--- src/pkg/ssid_pkg.sv ---
// Function
// - EEPROM answers target address 1010000; every upload access uses it.
// - Single read: START, 0xA0, address, START, 0xA1, data, NACK, STOP.
// - Random access: control plus address written without STOP, then read.
// - EEPROM stays reachable through the hardware or software serial modes.
// - Right after reset release the block seizes the serial controller.
// - One four-byte sequential read at 100 kHz from byte address 0xFC.
// - Byte at 0xFC lands in subsystem ID 15:8, next in 7:0, in order.
// - 0xFD, 0xFE, 0xFF load ID 7:0, vendor ID 15:8, vendor ID 7:0.
// - Master acks first three data bytes, NACKs the fourth, then STOP.
// - Any missing slave ack abandons upload; identifier field reads zero.
// - Config access to the field before it is updated gets a retry.
// - A normal upload takes about 660 microseconds to store the value.
// - Without EEPROM the field stays zero; firmware may then write it.
// - Field is read-only to config writes unless the write enable is set.
package ssid_pkg;

   // ==========================================================
   // Timing
   localparam int CLK_MHZ     = 100;
   localparam int I2C_KHZ     = 100;
   // Quarter of a bit period, a least time, so rounded up
   localparam int QUARTER_CYC =
      (CLK_MHZ * 1000 + I2C_KHZ * 4 - 1) / (I2C_KHZ * 4);
   localparam int UPLOAD_US   = 660;
   localparam int UPLOAD_CYC  = UPLOAD_US * CLK_MHZ;

   // ==========================================================
   // Addresses and values
   localparam logic [7:0]  SSID_OFFSET  = 8'h20;
   localparam logic [6:0]  EE_TARGET    = 7'h50;
   localparam logic [7:0]  CTRL_WRITE   = {EE_TARGET, 1'b0};
   localparam logic [7:0]  CTRL_READ    = {EE_TARGET, 1'b1};
   localparam logic [7:0]  EE_FIRST     = 8'hFC;
   localparam logic [1:0]  LAST_BYTE    = 2'h3;
   localparam logic [3:0]  ACK_BIT      = 4'h8;
   localparam logic [31:0] SSID_RESET   = 32'h0000_0000;

   // ==========================================================
   // Types
   typedef enum logic [1:0] {
      OP_START = 2'h0,
      OP_STOP  = 2'h1,
      OP_WRITE = 2'h2,
      OP_READ  = 2'h3
   } ssid_op_type;

   typedef struct packed {
      ssid_op_type op;
      logic        data;
   } ssid_cmd_type;

   typedef struct packed {
      logic        req;
      logic        we;
      logic [7:0]  addr;
      logic [3:0]  be;
      logic [31:0] wdata;
   } ssid_cfg_req_type;

   typedef struct packed {
      logic        ack;
      logic        retry;
      logic [31:0] rdata;
   } ssid_cfg_rsp_type;

endpackage

--- src/rtl/ssid_sync.sv ---
`timescale 1ns/10ps
module ssid_sync #(
   parameter int WIDTH = 2
) (
   // Clock and reset
   input  wire logic             clk,
   input  wire logic             rst_n,
   // Pins in, samples out
   input  wire logic [WIDTH-1:0] async_in,
   output logic      [WIDTH-1:0] sync_out
);
   import ssid_pkg::*;

   logic [WIDTH-1:0] stage;

   // Idle bus lines float high, so reset to ones
   always_ff @(posedge clk) begin
      if (!rst_n) begin
         stage    <= '1;
         sync_out <= '1;
      end else begin
         stage    <= async_in;
         sync_out <= stage;
      end
   end
endmodule

--- src/rtl/ssid_bit_engine.sv ---
`timescale 1ns/10ps
module ssid_bit_engine #(
   parameter int QUARTER = ssid_pkg::QUARTER_CYC
) (
   // Clock and reset
   input  wire logic                   clk,
   input  wire logic                   rst_n,
   // Command side
   input  wire logic                   cmd_go,
   input  wire ssid_pkg::ssid_cmd_type cmd,
   output logic                        ready,
   output logic                        done,
   output logic                        rx_bit,
   // Bus side, 1 releases the line
   input  wire logic                   scl_seen,
   input  wire logic                   sda_seen,
   output logic                        scl_rel,
   output logic                        sda_rel
);
   import ssid_pkg::*;

   localparam int CW = $clog2(QUARTER + 1);

   generate
      if (QUARTER < 2) begin : g_bad
         $error("QUARTER must be at least 2");
      end
   endgenerate

   // {scl, sda} for each quarter of one bus symbol
   function automatic logic [1:0] levels(ssid_op_type op, logic d,
                                         logic [1:0] ph);
      logic sclv;
      sclv = (ph == 2'h1) || (ph == 2'h2);
      case (op)
         OP_START: levels = {ph != 2'h0 && ph != 2'h3, ph[1] == 1'b0};
         OP_STOP:  levels = {ph != 2'h0, ph[1]};
         OP_WRITE: levels = {sclv, d};
         OP_READ:  levels = {sclv, 1'b1};
         default:  levels = 2'h3;
      endcase
   endfunction

   logic               busy;
   logic [1:0]         phase;
   logic [CW-1:0]      cnt;
   ssid_cmd_type       cur;
   wire  [1:0]         lv       = levels(cur.op, cur.data, phase);
   wire                at_end   = (cnt == CW'(QUARTER - 1));
   // Slave may stretch a released clock; wait until it is seen high
   wire                stall    = lv[1] && !scl_seen;
   wire                step     = busy && at_end && !stall;

   assign ready = !busy;

   always_ff @(posedge clk) begin
      if (!rst_n) begin
         busy    <= 1'b0;
         phase   <= 2'h0;
         cnt     <= '0;
         cur     <= '{op: OP_STOP, data: 1'b1};
         done    <= 1'b0;
         rx_bit  <= 1'b1;
         scl_rel <= 1'b1;
         sda_rel <= 1'b1;
      end else begin
         done <= step && (phase == 2'h3);
         if (cmd_go && !busy) begin
            busy  <= 1'b1;
            phase <= 2'h0;
            cnt   <= '0;
            cur   <= cmd;
         end else if (busy) begin
            scl_rel <= lv[1];
            sda_rel <= lv[0];
            if (step) begin
               cnt   <= '0;
               phase <= phase + 2'h1;
               busy  <= (phase != 2'h3);
            end else if (!at_end) begin
               cnt <= cnt + CW'(1);
            end
            // Sample data at the end of the second clock-high quarter
            if (step && phase == 2'h2) begin
               rx_bit <= sda_seen;
            end
         end
      end
   end
endmodule

--- src/rtl/ssid_upload.sv ---
`timescale 1ns/10ps
module ssid_upload #(
   parameter int QUARTER   = ssid_pkg::QUARTER_CYC,
   parameter int LIMIT_CYC = 2 * ssid_pkg::UPLOAD_CYC
) (
   // Clock and reset
   input  wire logic                       clk,
   input  wire logic                       rst_n,
   // Configuration access
   input  wire ssid_pkg::ssid_cfg_req_type cfg_req,
   output ssid_pkg::ssid_cfg_rsp_type      cfg_rsp,
   input  wire logic                       ssid_wr_en,
   // Software serial controller, same clock
   input  wire logic                       sw_scl_oe_n,
   input  wire logic                       sw_sda_oe_n,
   output logic                            sw_grant,
   output logic                            scl_seen,
   output logic                            sda_seen,
   // Serial bus pins, open drain
   input  wire logic                       scl_in,
   output logic                            scl_out,
   output logic                            scl_oe_n,
   input  wire logic                       sda_in,
   output logic                            sda_out,
   output logic                            sda_oe_n,
   // Status
   output logic                            upload_ok
);
   import ssid_pkg::*;

   localparam int LW = $clog2(LIMIT_CYC + 1);

   generate
      if (LIMIT_CYC < 4 * QUARTER) begin : g_bad
         $error("LIMIT_CYC too short for one bus symbol");
      end
      // Below two cycles the stall test reads a stale clock level
      if (QUARTER < 2) begin : g_short
         $error("QUARTER too short for the pin synchroniser");
      end
   endgenerate

   // ==========================================================
   // Upload states
   typedef enum logic [6:0] {
      ST_IDLE  = 7'h01,
      ST_START = 7'h02,
      ST_TX    = 7'h04,
      ST_RX    = 7'h08,
      ST_STOP  = 7'h10,
      ST_DONE  = 7'h20,
      ST_HAND  = 7'h40
   } ssid_state_type;

   // ==========================================================
   // Pin sampling
   logic [1:0] seen;

   ssid_sync #(
      .WIDTH    (2)
   ) u_sync (
      .clk      (clk),
      .rst_n    (rst_n),
      .async_in ({scl_in, sda_in}),
      .sync_out (seen)
   );

   assign scl_seen = seen[1];
   assign sda_seen = seen[0];

   // ==========================================================
   // Bit engine
   ssid_state_type state;
   ssid_cmd_type   cmd;
   logic           issued;
   logic           eng_ready;
   logic           eng_done;
   logic           eng_rx;
   logic           eng_scl;
   logic           eng_sda;
   logic [1:0]     tx_idx;
   logic [1:0]     rx_idx;
   logic [3:0]     bit_idx;
   logic [7:0]     shreg;
   logic [31:0]    id_acc;
   logic [31:0]    ssid;
   logic           failed;
   logic           loaded;
   logic [LW-1:0]  watch;

   wire active = (state == ST_START) || (state == ST_TX) ||
                 (state == ST_RX) || (state == ST_STOP);
   wire go     = active && eng_ready && !issued && !eng_done;

   ssid_bit_engine #(
      .QUARTER  (QUARTER)
   ) u_engine (
      .clk      (clk),
      .rst_n    (rst_n),
      .cmd_go   (go),
      .cmd      (cmd),
      .ready    (eng_ready),
      .done     (eng_done),
      .rx_bit   (eng_rx),
      .scl_seen (seen[1]),
      .sda_seen (seen[0]),
      .scl_rel  (eng_scl),
      .sda_rel  (eng_sda)
   );

   // ==========================================================
   // Byte decode
   function automatic logic [7:0] tx_byte(logic [1:0] idx);
      case (idx)
         2'h0:    tx_byte = CTRL_WRITE;
         2'h1:    tx_byte = EE_FIRST;
         2'h2:    tx_byte = CTRL_READ;
         default: tx_byte = CTRL_READ;
      endcase
   endfunction

   wire [7:0] cur_tx   = tx_byte(tx_idx);
   wire       in_ack   = (bit_idx == ACK_BIT);
   wire       last_rx  = (rx_idx == LAST_BYTE);
   wire [2:0] bit_sel  = 3'(4'h7 - bit_idx);
   // Master acks bytes 0..2 and NACKs the fourth
   wire       mack     = last_rx;
   wire       slave_nk = (state == ST_TX) && in_ack && eng_rx;
   wire       timeout  = (watch == LW'(LIMIT_CYC));

   // ==========================================================
   // Symbol ends
   wire       bit_end  = eng_done && (state == ST_TX || state == ST_RX);
   wire       ack_end  = bit_end && in_ack;
   // Own last data bit lingers in eng_rx until the ack is sampled
   wire       nack_end = eng_done && slave_nk;

   always_comb begin
      cmd = '{op: OP_STOP, data: 1'b1};
      case (state)
         ST_START: cmd = '{op: OP_START, data: 1'b1};
         ST_TX:    cmd = in_ack ? '{op: OP_READ, data: 1'b1}
                                : '{op: OP_WRITE, data: cur_tx[bit_sel]};
         ST_RX:    cmd = in_ack ? '{op: OP_WRITE, data: mack}
                                : '{op: OP_READ, data: 1'b1};
         default:  cmd = '{op: OP_STOP, data: 1'b1};
      endcase
   end

   // ==========================================================
   // Upload sequencer
   ssid_state_type next_state;

   always_comb begin
      next_state = state;
      case (state)
         ST_IDLE:  next_state = ST_START;
         ST_START: if (eng_done) begin
            next_state = ST_TX;
         end
         ST_TX:    if (eng_done && in_ack) begin
            if (slave_nk) begin
               next_state = ST_STOP;
            end else if (tx_idx == 2'h1) begin
               next_state = ST_START;
            end else if (tx_idx == 2'h2) begin
               next_state = ST_RX;
            end
         end
         ST_RX:    if (eng_done && in_ack && last_rx) begin
            next_state = ST_STOP;
         end
         ST_STOP:  if (eng_done) begin
            next_state = ST_DONE;
         end
         ST_DONE:  next_state = ST_HAND;
         ST_HAND:  next_state = ST_HAND;
         default:  next_state = ST_IDLE;
      endcase
      // A stuck bus must not retry config access forever
      if (active && timeout) begin
         next_state = ST_DONE;
      end
   end

   always_ff @(posedge clk) begin
      if (!rst_n) begin
         state <= ST_IDLE;
      end else begin
         state <= next_state;
      end
   end

   // ==========================================================
   // Issue handshake and watchdog
   // Counts bus time only, so slow config polling cannot trip it
   always_ff @(posedge clk) begin
      if (!rst_n) begin
         issued <= 1'b0;
         watch  <= '0;
      end else begin
         issued <= go || (issued && !eng_done);
         if (active && !timeout) begin
            watch <= watch + LW'(1);
         end
      end
   end

   // Counters and data path
   always_ff @(posedge clk) begin
      if (!rst_n) begin
         tx_idx  <= 2'h0;
         rx_idx  <= 2'h0;
         bit_idx <= 4'h0;
         shreg   <= 8'h00;
         id_acc  <= SSID_RESET;
         failed  <= 1'b0;
      end else begin
         if (bit_end) begin
            bit_idx <= in_ack ? 4'h0 : bit_idx + 4'h1;
         end
         if (ack_end && state == ST_TX && !slave_nk) begin
            tx_idx <= tx_idx + 2'h1;
         end
         if (bit_end && state == ST_RX && !in_ack) begin
            shreg <= {shreg[6:0], eng_rx};
         end
         // First byte ends in bits 31:24, last in 7:0
         if (ack_end && state == ST_RX) begin
            id_acc <= {id_acc[23:0], shreg};
            rx_idx <= rx_idx + 2'h1;
         end
         if (nack_end || (active && timeout)) begin
            failed <= 1'b1;
         end
      end
   end

   // ==========================================================
   // Identifier register and config port
   wire cfg_hit  = cfg_req.req && (cfg_req.addr == SSID_OFFSET);
   wire cfg_wr   = cfg_hit && cfg_req.we && loaded && ssid_wr_en;
   wire commit   = (state == ST_DONE);
   wire [31:0] next_ssid = failed ? SSID_RESET : id_acc;
   // Reads return data only once the field is settled
   wire cfg_early = cfg_hit && !loaded;
   wire cfg_rd    = cfg_hit && loaded && !cfg_req.we;

   function automatic logic [31:0] merge(logic [31:0] old,
                                         logic [31:0] nv,
                                         logic [3:0]  be);
      for (int i = 0; i < 4; i++) begin
         merge[i*8 +: 8] = be[i] ? nv[i*8 +: 8] : old[i*8 +: 8];
      end
   endfunction

   always_ff @(posedge clk) begin
      if (!rst_n) begin
         ssid      <= SSID_RESET;
         loaded    <= 1'b0;
         upload_ok <= 1'b0;
      end else begin
         if (commit) begin
            ssid      <= next_ssid;
            loaded    <= 1'b1;
            upload_ok <= !failed;
         end else if (cfg_wr) begin
            ssid <= merge(ssid, cfg_req.wdata, cfg_req.be);
         end
      end
   end

   // Early access to the field is retried, never stalled
   always_ff @(posedge clk) begin
      if (!rst_n) begin
         cfg_rsp <= '0;
      end else begin
         cfg_rsp.ack   <= cfg_req.req && !cfg_early;
         cfg_rsp.retry <= cfg_early;
         cfg_rsp.rdata <= cfg_rd ? ssid : '0;
      end
   end

   // ==========================================================
   // Pin ownership
   // Software pulls reach the pins only once the field is settled
   wire scl_pick = loaded ? sw_scl_oe_n : eng_scl;
   wire sda_pick = loaded ? sw_sda_oe_n : eng_sda;

   always_ff @(posedge clk) begin
      if (!rst_n) begin
         sw_grant <= 1'b0;
         scl_out  <= 1'b0;
         sda_out  <= 1'b0;
         scl_oe_n <= 1'b1;
         sda_oe_n <= 1'b1;
      end else begin
         sw_grant <= loaded;
         scl_out  <= 1'b0;
         sda_out  <= 1'b0;
         scl_oe_n <= scl_pick;
         sda_oe_n <= sda_pick;
      end
   end
endmodule

--- config.mk ---
export PLATFORM = sky130hd
export DESIGN_NAME = ssid_upload
export DESIGN_NICKNAME = d
export VERILOG_FILES = /design/src/pkg/ssid_pkg.sv /design/src/rtl/ssid_sync.sv /design/src/rtl/ssid_bit_engine.sv /design/src/rtl/ssid_upload.sv
export SDC_FILE = /design/constraint.sdc
export NUM_CORES = 1
export LEC_CHECK = 0
export BUFFER_PORTS_ARGS = -buffer_cell sky130_fd_sc_hd__buf_2
export CAP_MARGIN = 15
export CORE_MARGIN = 1.5
export CORE_UTILIZATION = 40
export CTS_CLUSTER_DIAMETER = 150
export DETAILED_ROUTE_END_ITERATION = 12
export GPL_TIMING_DRIVEN = 0
export PLACE_DENSITY = 0.63
export SYNTH_ARGS = -nofsm -noshare
export SYNTH_HDL_FRONTEND = slang
export SYNTH_SLANG_ARGS = --single-unit
--- constraint.sdc ---
create_clock -name clk -period 1.77 [get_ports clk]
set_input_delay 0.0885 -clock clk [delete_from_list [all_inputs] [get_ports clk]]
set_output_delay 0.0885 -clock clk [all_outputs]
set_load 0.01 [all_outputs]
# Word level (Yosys, flattened, before mapping)
# Cells that the tools add are included.
[totals]
reg_bits = 168
input_bits = 53
output_inout_bits = 42
word_cells = 181
[op_classes]
addsub = 7
order_cmp = 1
n_eq_ne = 32
muxes = 31
bitwise = 3
reduce_logical = 74
[op_table]
columns = ["cell", "n"]
rows = [
  ["$mux 32", 3],
  ["$mux 7", 7],
  ["$mux 8", 6],
  ["$pmux 7 s6", 1],
  ["$logic_and 1x1->1", 33],
  ["$add 18x1->18 const B", 1],
  ["$eq 18x18->1 const B", 1],
  ["$reduce_and 2->1", 8],
  ["$pmux 7 s2", 1],
  ["$eq 2x2->1 const B", 6],
  ["$logic_not 1->1", 12],
  ["$ne 3x1->1 const B", 4],
  ["$reduce_bool 2->1", 6],
  ["$reduce_and 5->1", 2],
  ["$pmux 3 s3", 1],
  ["$add 8x1->8 const B", 1],
  ["$eq 8x6->1 const B", 1],
  ["$eq 8x8->1 const B", 1],
  ["$ne 2x1->1 const B", 4],
  ["$pmux 2 s4", 1],
  ["$eq 7x1->1 const B", 1],
  ["$eq 7x2->1 const B", 1],
  ["$eq 7x3->1 const B", 1],
  ["$eq 7x4->1 const B", 1],
  ["other kinds (22)", 44],
]

# Depth between registers and ports, before layout
# Gate-level depths: netlist of the first run.
[depth]
word_depth = 10
ltp_mapped = 9
depth_no_buf = 7

# Modules after synthesis
# A second synthesis of the first run with hierarchy kept.
[unflattened]
hier_cells = 805
hier_area_um2 = 7305.8
[by_module_without_submodules]
columns = ["module", "n_inst", "cells_each", "area_each_um2", "seq_area_each_um2"]
rows = [
  ["ssid_upload", 1, 698, 6304.8, 2922.8],
  ["ssid_bit_engine", 1, 99, 895.9, 360.3],
  ["ssid_sync", 1, 8, 105.1, 80.1],
]

# Worst setup path after synthesis of the first run
# Ideal clock, no wire load.
[synth_path]
path_kind = "register to register"
from = "reg state[2]"
to = "reg state[6]"
setup_time_ns = 0.122
arrival_time_ns = 1.722
required_ns = 1.648
slack_ns = -0.074
stages_incl_launch_ff = 7
path_buffers = 1
synth_period_minus_slack_ns = 1.844
path_cell_list = "dfxtp_1 buf_2 or4b_1 o211ai_2 or4b_4 nand2_2 nor4_1"
[synth_between]
elab_chain_cells = 6
elab_cells_between_ends = 24
cone_classes = "eq/ne: 12; mux: 3; reduce/logical: 9"
[synth_lines]
columns = ["item", "line_no", "text"]
rows = [
  ["from (decl)", "ssid_upload.sv:73", "ssid_state_type state;"],
  ["from (signal assigned)", "ssid_upload.sv:190", "state <= next_state;"],
  ["$eq 7x3->1 or $eq 7x2->1 (tied branches)", "ssid_upload.sv:91, ssid_upload.sv:128, ssid_upload.sv:156", ""],
  ["$logic_and 1x1->1 or $logic_or 1x1->1 (tied branches) (2 in a row)", "ssid_upload.sv:128, ssid_upload.sv:91", ""],
  ["$mux 7 or $logic_or 1x1->1 (tied branches)", "ssid_upload.sv:162, ssid_upload.sv:92", ""],
  ["$mux 7 or $logic_and 1x1->1 (tied branches)", "ssid_upload.sv:161, ssid_upload.sv:181", ""],
  ["$pmux 7 s6 or $reduce_or 2->1 (tied branches)", "n/a", ""],
]
# Parallel ways exist; a longest one is shown, timed or not. The select of a mux whose other input is x is not followed.
# A chain may end at the register's enable or synchronous reset.

# Worst setup path after layout of the first run
[layout_path]
from = "reg state[3]"
to = "reg state[6]"
# The elaborated chain is that of the path after synthesis.

==> tab_implementation.tex, run 1 <==
\begin{tabular}{lr}
\hline
Metric & Value \\
\hline
\multicolumn{2}{l}{\textbf{Clock tree}} \\
\quad Clock latency on the worst-skew pair & between 0.4 and 0.5 ns \\
\quad Root buffer cell & clkbuf\_16 \\
\quad CTS max path bufs & 2 \\
\quad Clock buffer count from CTS & 17 \\
\quad CTS tree & built \\
\quad \# clock sinks & 168 \\
\quad Depth of the CTS H-tree & 4 \\
\quad Clock-pin slew on the worst setup and hold paths & about 0.070 ns \\
\multicolumn{2}{l}{\textbf{Power and ir drop}} \\
\quad Total power of the final layout & around 8.3 mW \\
\quad Combinational share of power & around 8\% \\
\quad Net load switching power & between 2 and 2.5 mW \\
\quad Worst supply voltage drop on vdd & 697 uV \\
\quad Switching Share & about a quarter \\
\quad Sequential power share & approximately 46\% \\
\quad Cell leakage power & approximately 4.1 nW \\
\quad Internal power contribution & 6.14 mW \\
\quad PD cells & between 800 and 900 nW/um\^{}2 \\
\quad Clock network fraction of total power & roughly 46\% \\
\multicolumn{2}{l}{\textbf{Logic synthesis}} \\
\quad Flop and latch count out of synthesis & about 170 \\
\quad Area of the mapped netlist & 7400 sq um \\
\quad Number of distinct standard cells referenced by the synthesized netlist & 64 \\
\quad Share of the yosys chip area belonging to registers & a little under half \\
\quad Commonest register cell after synthesis & dfxtp\_1 \\
\quad Synth area leader & dfxtp\_1 \\
\quad Post-Syn Instances & between 800 and 900 \\
\quad Avg Inst Size Synth & approximately 8.8 sq um \\
\quad Number of warnings issued by yosys & 0 \\
\quad Number of enable flip-flop cells after synthesis & 0 \\
\quad Async set-or-reset flop fraction in the synthesized netlist & 0\% \\
\quad Leading post-synthesis cells by cell area & dfxtp\_1 45\%, nand2\_1 5.2\%, and2\_1 4.2\%, and3b\_1 4.0\%, o21ai\_1 3.8\% \\
\quad Proportion of netlist area held by the largest area contributor & roughly 45\% \\
\multicolumn{2}{l}{\textbf{Global route}} \\
\quad Met3 usage in global routing & 4.01\% \\
\quad Total gr overflow & 0 \\
\quad Total global routing track utilization & between 10\% and 20\% \\
\quad Met1 Usage GRT & about a quarter \\
\quad Wire length of the first global-routing pass & approximately 30 mm \\
\quad Peak-usage layer in the global routing report & met2 \\
\quad Number of global-route vias before repair & $\sim$6,000 \\
\quad Initial antenna violation count & 0 \\
\quad Grt met2 use & 32.0\% \\
\quad Largest net degree at the start of global routing & 19 \\
\multicolumn{2}{l}{\textbf{Final layout}} \\
\quad Final cell area excluding filler cells & approximately 10,000 sq um \\
\quad Area growth syn-to-layout & 37.8\% \\
\quad Net count reported at finish & $\sim$1,100 \\
\quad Number of fill cells & about 1,500 \\
\quad Most common cell after layout, fill and taps aside & dfxtp\_1 \\
\quad Share of post-route cells with drive strength above 1 & about a third \\
\quad Highest-count cells in the layout ignoring fill and taps & 153 x dfxtp\_1, 97 x buf\_2, 67 x nand2\_1, 57 x o21ai\_1, 50 x and2\_1 \\
\quad Ant. Diodes & 0 \\
\multicolumn{2}{l}{\textbf{Die}} \\
\quad Cell row count & 49 \\
\quad Starting utilization of the core area & between 40 and 50\% \\
\quad Number of top-level pins & 95 \\
\quad Area of the die & about 19,000 sq um \\
\quad Die Height & approximately 140 microns \\
\quad Core Footprint & approximately 18,000 sq um \\
\quad Horiz. Die Dim & 139 microns \\
\multicolumn{2}{l}{\textbf{Critical path}} \\
\quad Worst path buffer plus inverter count & 1 \\
\quad Most used cell, CP & or4b\_4 \\
\quad Cell at the slowest stage of the critical path & or4b\_4 \\
\quad Critical Setup Path Class & reg2reg \\
\quad Worst setup path startpoint & state[3] \\
\quad Req. time, crit path & approximately 2.1 ns \\
\quad Critical Path End Type & flop \\
\quad Kind of start point of the critical path & flop \\
\quad Cell Chain, Critical Path & buf\_6 -> or4b\_4 -> o211ai\_4 -> or4b\_4 -> nand2\_8 -> nor4\_2 \\
\quad Delay-heaviest family, CP & simple AND/OR/NAND/NOR gates \\
\quad Worst R2R Start & state[3] \\
\quad Delay of the slowest critical-path stage & around 0.55 ns \\
\quad WP data arrival & around 2.3 ns \\
\quad Worst-path fanout max & 5 \\
\multicolumn{2}{l}{\textbf{Placement}} \\
\quad Final weighted congestion in routability-driven placement & approximately 0.85 \\
\quad Half-perimeter wire length of the detailed placement result & between 10 and 15 mm \\
\quad Port-buffer cells & 92 \\
\quad Post-Place Cell Area & around 8200 sq um \\
\multicolumn{2}{l}{\textbf{Min path}} \\
\quad Hold path startpoint & cfg\_req[34] \\
\quad Path class of the lowest-slack min-delay path & in2reg \\
\multicolumn{2}{l}{\textbf{Timing}} \\
\quad Final hold violations & 0 \\
\quad Fmax & just over 500 MHz \\
\quad Setup slack of the critical path after layout & -0.196 ns \\
\quad Tcrit/Tclk final & 111\% \\
\quad Relative slew margins & 36.9\% \\
\quad Number of pins exceeding their max-slew limit in the final report & 0 \\
\quad Min cycle time layout & approximately 2.0 ns \\
\quad Transition time of the tightest slew-check pin & 0.946 ns \\
\quad Final setup violation count & about 90 \\
\quad Setup clock skew after layout & about 0.015 ns \\
\quad RSZ-0062 raised after global routing & yes \\
\quad Post-Route Hold Slack & roughly 0.015 ns \\
\multicolumn{2}{l}{\textbf{Run status}} \\
\quad Outcome & finished with violations \\
\quad Failing checks & negative setup slack \\
\multicolumn{2}{l}{\textbf{Routing}} \\
\quad Routed WL per cell & about 16 microns \\
\quad Vias per cell & roughly 5.2 \\
\quad DRC Markers & 0 \\
\quad Count of routing violations after the opening detailed-route iteration & just over 400 \\
\quad Remaining antenna violation count after routing & 0 \\
\quad Total vias in the final route & about 6,500 \\
\quad First-pass detailed-route iteration total & 5 \\
\quad Routed wire length & between 15 and 20 mm \\
\multicolumn{2}{l}{\textbf{Flow run}} \\
\quad Max Cap Violations & 0 \\
\hline
\end{tabular}
## registers in the layout, indices dropped and copies added, names as in the netlist, 2 cells and up
name             cells
cfg_rsp             34
u_engine.cur         3
watch               18
shreg                8
id_acc              32
ssid                32
u_sync.sync_out      2
rx_idx               2
u_sync.stage         2
u_engine.phase       2
bit_idx              4
tx_idx               2
u_engine.cnt         8
state                7
## timing repair
item                                    CTS  global route
pin swaps                                46            80
gates cloned                              1             9
hold buffers                              9             0
endpoints found under the setup margin  147           144
setup buffers                            31            16
resized for setup                        80           167
hold endpoints to repair                 15             0
## cells by family after synthesis
| group | synth area share, % |
|---|---|
| simple gates | 28.8 |
| compound gates | 14.8 |
| flops | 45.4 |
| buf+inv | 4.77 |
| xor+xnor | 3.31 |
| fa+ha+maj | 1.99 |
| mux | 0.812 |
| other cells | 0.0507 |
## metal layers
| metal | part of all wire (%) | up-vias |
|---|---|---|
| met5 | 0 | - |
| met4 | 2.4 | 0 |
| met3 | 4.4 | 41 |
| met2 | 48 | 193 |
| met1 | 45 | 3033 |
| li1 | - | 3234 |
## tightest hold or removal path: cells and delay by family
kind                   cells  cell delay (ns)
AO/OA/AOI/OAI              2             0.13
buffers and inverters      1             0.11
AND/OR/NAND/NOR            1             0.08
## layout make-up
type / instances / area (sq um) / area share (%)
Multi-Input combinational cell: 598 / 4320 / 42.4
Buffer: 51 / 367 / 3.60
Timing Repair Buffer: 155 / 1170 / 11.5
Tap cell: 229 / 287 / 2.81
Clock buffer: 17 / 425 / 4.17
Clock inverter: 15 / 178 / 1.74
Sequential cell: 168 / 3380 / 33.2
Inverter: 17 / 63.8 / 0.626
## power groups by stage
stage                     combinational [mW]  clock, mW  sequential [mW]
final                                  0.650       3.80             3.84
after global routing                   0.703       4.03             3.84
after CTS                              0.605       3.85             3.84
after detailed placement               0.464          0             3.91
after global placement                 0.465          0             3.91
after floorplan                        0.304          0             3.91
## metrics by stage
step	cells	TNS [ns]	setup WS, ns	utilization, %
finish	1250	-7.32	-0.196	56.6
global route	1250	-14.86	-0.259	56.6
CTS	1231	-5.38	-0.145	52.4
detailed placement	1163	-32.12	-0.372	45.5
global placement	1163	-32.39	-0.362	45.5
floorplan	842	-0.103	-0.0243	-
## worst paths after layout
| check | endpoint | slack [ns] | cells after the start |
|---|---|---|---|
| hold reg to reg | u_sync.sync_out[1] | 0.41 | 1 |
| setup reg to reg | state[6] | -0.20 | 6 |
| setup / recovery | state[6] | -0.20 | 6 |
| hold / removal | ssid[16] | 0.02 | 4 |
## cells in the mapped netlist, types with 3 or more instances
library cell / instances
a211oi_1: 5
or3_1: 3
o21ai_1: 56
xnor2_1: 22
nand4_1: 15
and3b_1: 34
a21boi_0: 16
mux2i_1: 6
nand3_1: 45
nor3_1: 7
dfxtp_1: 168
xor2_1: 6
a21oi_1: 16
and3_1: 7
and2_1: 50
ha_1: 11
o211ai_1: 4
nand2b_1: 7
nor4_1: 4
buf_2: 21
nand2_1: 102
o21ai_0: 25
and4_1: 3
a21boi_1: 33
nor2_1: 32
inv_1: 17
or4b_1: 3
clkbuf_1: 29
buf_4: 6
nor2b_1: 41
nor4b_1: 3
Power figures use the tool's default switching activity.
==> run 2: changes to the inputs <==
--- a/config.mk
+++ b/config.mk
@@ -10,9 +10,12 @@
 export CORE_MARGIN = 1.5
 export CORE_UTILIZATION = 40
 export CTS_CLUSTER_DIAMETER = 150
+export CTS_CLUSTER_SIZE = 25
 export DETAILED_ROUTE_END_ITERATION = 12
 export GPL_TIMING_DRIVEN = 0
 export PLACE_DENSITY = 0.63
+export RECOVER_POWER = 50
+export REMOVE_ABC_BUFFERS = 1
 export SYNTH_ARGS = -nofsm -noshare
 export SYNTH_HDL_FRONTEND = slang
 export SYNTH_SLANG_ARGS = --single-unit
==> tab_implementation.tex, run 2 (synthesis results as in run 1) <==
\begin{tabular}{lr}
\hline
Metric & Value \\
\hline
\multicolumn{2}{l}{\textbf{Run status}} \\
\quad Outcome & finished with violations \\
\quad Failing checks & negative setup slack \\
\multicolumn{2}{l}{\textbf{Final layout}} \\
\quad Net count reported at finish & just over 1,000 \\
\quad Area used by multi-input combinational logic & 4260 sq um \\
\quad Most common cell after layout, fill and taps aside & dfxtp\_1 \\
\quad Share of post-route cells with drive strength above 1 & between 20\% and 30\% \\
\quad Sequential cell area in the final layout & about 3400 sq um \\
\quad Largest registers & cfg\_rsp (34), id\_acc (32), ssid (32) \\
\quad Flip-flop count of the largest register, all copies and words added & 34 \\
\quad Most flops, register & cfg\_rsp \\
\quad Count of non-filler cells in the finished layout & $\sim$1,200 \\
\quad Number of fill cells & around 1,600 \\
\quad Ant. Diodes & 0 \\
\quad Area growth syn-to-layout & 34.0\% \\
\quad Highest-count cells in the layout ignoring fill and taps & 157 x dfxtp\_1, 67 x o21ai\_1, 62 x nand2\_1, 51 x buf\_2, 48 x and2\_1 \\
\multicolumn{2}{l}{\textbf{Clock tree}} \\
\quad Clock-pin slew on the worst setup and hold paths & about 0.07 ns \\
\quad Depth of the CTS H-tree & 4 \\
\quad CTS max path bufs & 2 \\
\quad Clock buffer count from CTS & 17 \\
\quad CTS tree & built \\
\quad Clock latency on the worst-skew pair & about 0.43 ns \\
\quad \# clock sinks & approximately 170 \\
\quad Root buffer cell & clkbuf\_16 \\
\multicolumn{2}{l}{\textbf{Routing}} \\
\quad DRC Markers & 0 \\
\quad Total vias in the final route & 6,305 \\
\quad Count of routing violations after the opening detailed-route iteration & approximately 430 \\
\quad First-pass detailed-route iteration total & 4 \\
\quad Vias per cell & $\sim$5.2 \\
\quad Routed wire length & between 15 and 20 mm \\
\quad Remaining antenna violation count after routing & 0 \\
\quad Routed WL per cell & between 15 and 20 microns \\
\multicolumn{2}{l}{\textbf{Die}} \\
\quad Area of the die & between 15,000 and 20,000 sq um \\
\quad Starting utilization of the core area & approximately two fifths \\
\quad Die Height & $\sim$140 microns \\
\quad Horiz. Die Dim & approximately 140 microns \\
\quad Core Footprint & about 18,000 sq um \\
\quad Cell row count & 49 \\
\quad Number of top-level pins & 95 \\
\multicolumn{2}{l}{\textbf{Flow run}} \\
\quad Max Cap Violations & 0 \\
\multicolumn{2}{l}{\textbf{Timing}} \\
\quad Transition time of the tightest slew-check pin & slightly above 1 ns \\
\quad Number of pins exceeding their max-slew limit in the final report & 0 \\
\quad Fmax & 518 MHz \\
\quad Tcrit/Tclk final & 109\% \\
\quad Relative slew margins & $\sim$32\% \\
\quad Min cycle time layout & 1.93 ns \\
\quad Final hold violations & 0 \\
\quad Setup clock skew after layout & about 0.0079 ns \\
\quad RSZ-0062 raised after global routing & yes \\
\quad Setup slack of the critical path after layout & -0.161 ns \\
\quad Final setup violation count & between 80 and 90 \\
\multicolumn{2}{l}{\textbf{Placement}} \\
\quad Port-buffer cells & a little over 90 \\
\quad Placed insts & 1,106 \\
\quad Final weighted congestion in routability-driven placement & around 0.82 \\
\quad Half-perimeter wire length of the detailed placement result & 9.75 mm \\
\multicolumn{2}{l}{\textbf{Min path}} \\
\quad Path class of the lowest-slack min-delay path & in2reg \\
\multicolumn{2}{l}{\textbf{Critical path}} \\
\quad Req. time, crit path & between 2 and 2.5 ns \\
\quad WP data arrival & roughly 2.3 ns \\
\quad Kind of start point of the critical path & flop \\
\quad Worst-path fanout max & 12 \\
\quad Critical Setup Path Class & reg2reg \\
\quad Critical Path End Type & flop \\
\multicolumn{2}{l}{\textbf{Power and ir drop}} \\
\quad Cell leakage power & 3.71 nW \\
\quad Total power of the final layout & 8.06 mW \\
\quad PD cells & 813 nW/um\^{}2 \\
\quad Worst supply voltage drop on vdd & 699 uV \\
\multicolumn{2}{l}{\textbf{Global route}} \\
\quad Met1 Usage GRT & 22.6\% \\
\quad Met3 usage in global routing & 3.52\% \\
\quad Peak-usage layer in the global routing report & met2 \\
\quad Total global routing track utilization & 17.8\% \\
\quad Wire length of the first global-routing pass & 28.2 mm \\
\quad Grt met2 use & about 29\% \\
\quad Largest net degree at the start of global routing & 95 \\
\quad Initial antenna violation count & 0 \\
\quad Total gr overflow & 0 \\
\quad Number of global-route vias before repair & 5,667 \\
\hline
\end{tabular}
==> run 2: cell types whose count changed in the layout (fill, tap and decap cells not counted), sizes merged <==
cell and change:
buf -55, clkbuf +16, dlygate4sd3 -4, inv -3, clkinv +2, or3 +2
and4b +1, nor3 +1, o211ai +1
==> run 2: area by class of cell <==
cell class | instances | area share [%]
well taps | 229 | 2.89
clock inverters | 14 | 1.38
flip-flops and latches | 168 | 34.3
repair buffers | 162 | 13.5
clock buffers | 18 | 4.43
inverters | 17 | 0.694
multi-input cells | 603 | 42.9
==> run 2: what timing repair did <==
| item | CTS | global route |
|---|---|---|
| hold buffers | 5 | 0 |
| endpoints found under the setup margin | 141 | 134 |
| resized for setup | 64 | 133 |
| pin swaps | 21 | 69 |
| endpoints found under the hold margin | 5 | 0 |
| setup buffers | 28 | 26 |
| cloned | 8 | 9 |
==> run 2: metrics by stage <==
step | util [%] | setup slack (ns) | cell area (sq um) | hold WS (ns) | setup TNS (ns)
2_1_floorplan | - | -0.916 | 7120 | 0.150 | -53.66
5_1_grt | 55.0 | -0.207 | 9920 | 0.0365 | -13.84
3_3_place_gp | 43.6 | -3.08 | 7860 | 0.268 | -245.43
4_1_cts | 50.8 | -0.115 | 9160 | 0.0236 | -3.77
6_report | 55.0 | -0.161 | 9920 | 0.0136 | -6.21
3_5_place_dp | 44.0 | -1.19 | 7930 | 0.273 | -99.15
==> run 2: critical path: stages (launching register included) <==
cell and delay [ns]:
dfxtp_4 0.43, or4b_4 0.52, o211ai_4 0.14, or4b_4 0.55
nand2_4 0.13, nor2_1 0.05
==> run 2: path summary, 6_finish.rpt <==
kind	startpoint	end	slack, ns	cells after the start
max	state[2]	state[1]	-0.16	5
min	cfg_req[32]	ssid[3]	0.01	4
max reg2reg	state[2]	state[1]	-0.16	5
min reg2reg	u_sync.stage[0]	u_sync.sync_out[0]	0.41	1
==> run 2: power breakdown <==
| part | switching, mW | internal (mW) | total [mW] |
|---|---|---|---|
| logic | 0.289 | 0.289 | 0.577 |
| clock network | 1.65 | 2.01 | 3.65 |
| registers | 0.0356 | 3.80 | 3.83 |
| total | 1.97 | 6.09 | 8.06 |
==> run 2: metal layers <==
layer | vias up | share of wire [%] | wire length (microns)
li1 | 3168 | - | -
met3 | 29 | 3.7 | 678
met5 | - | 0 | 0
met2 | 118 | 49 | 9060
met4 | 0 | 2.6 | 484
met1 | 2990 | 45 | 8350
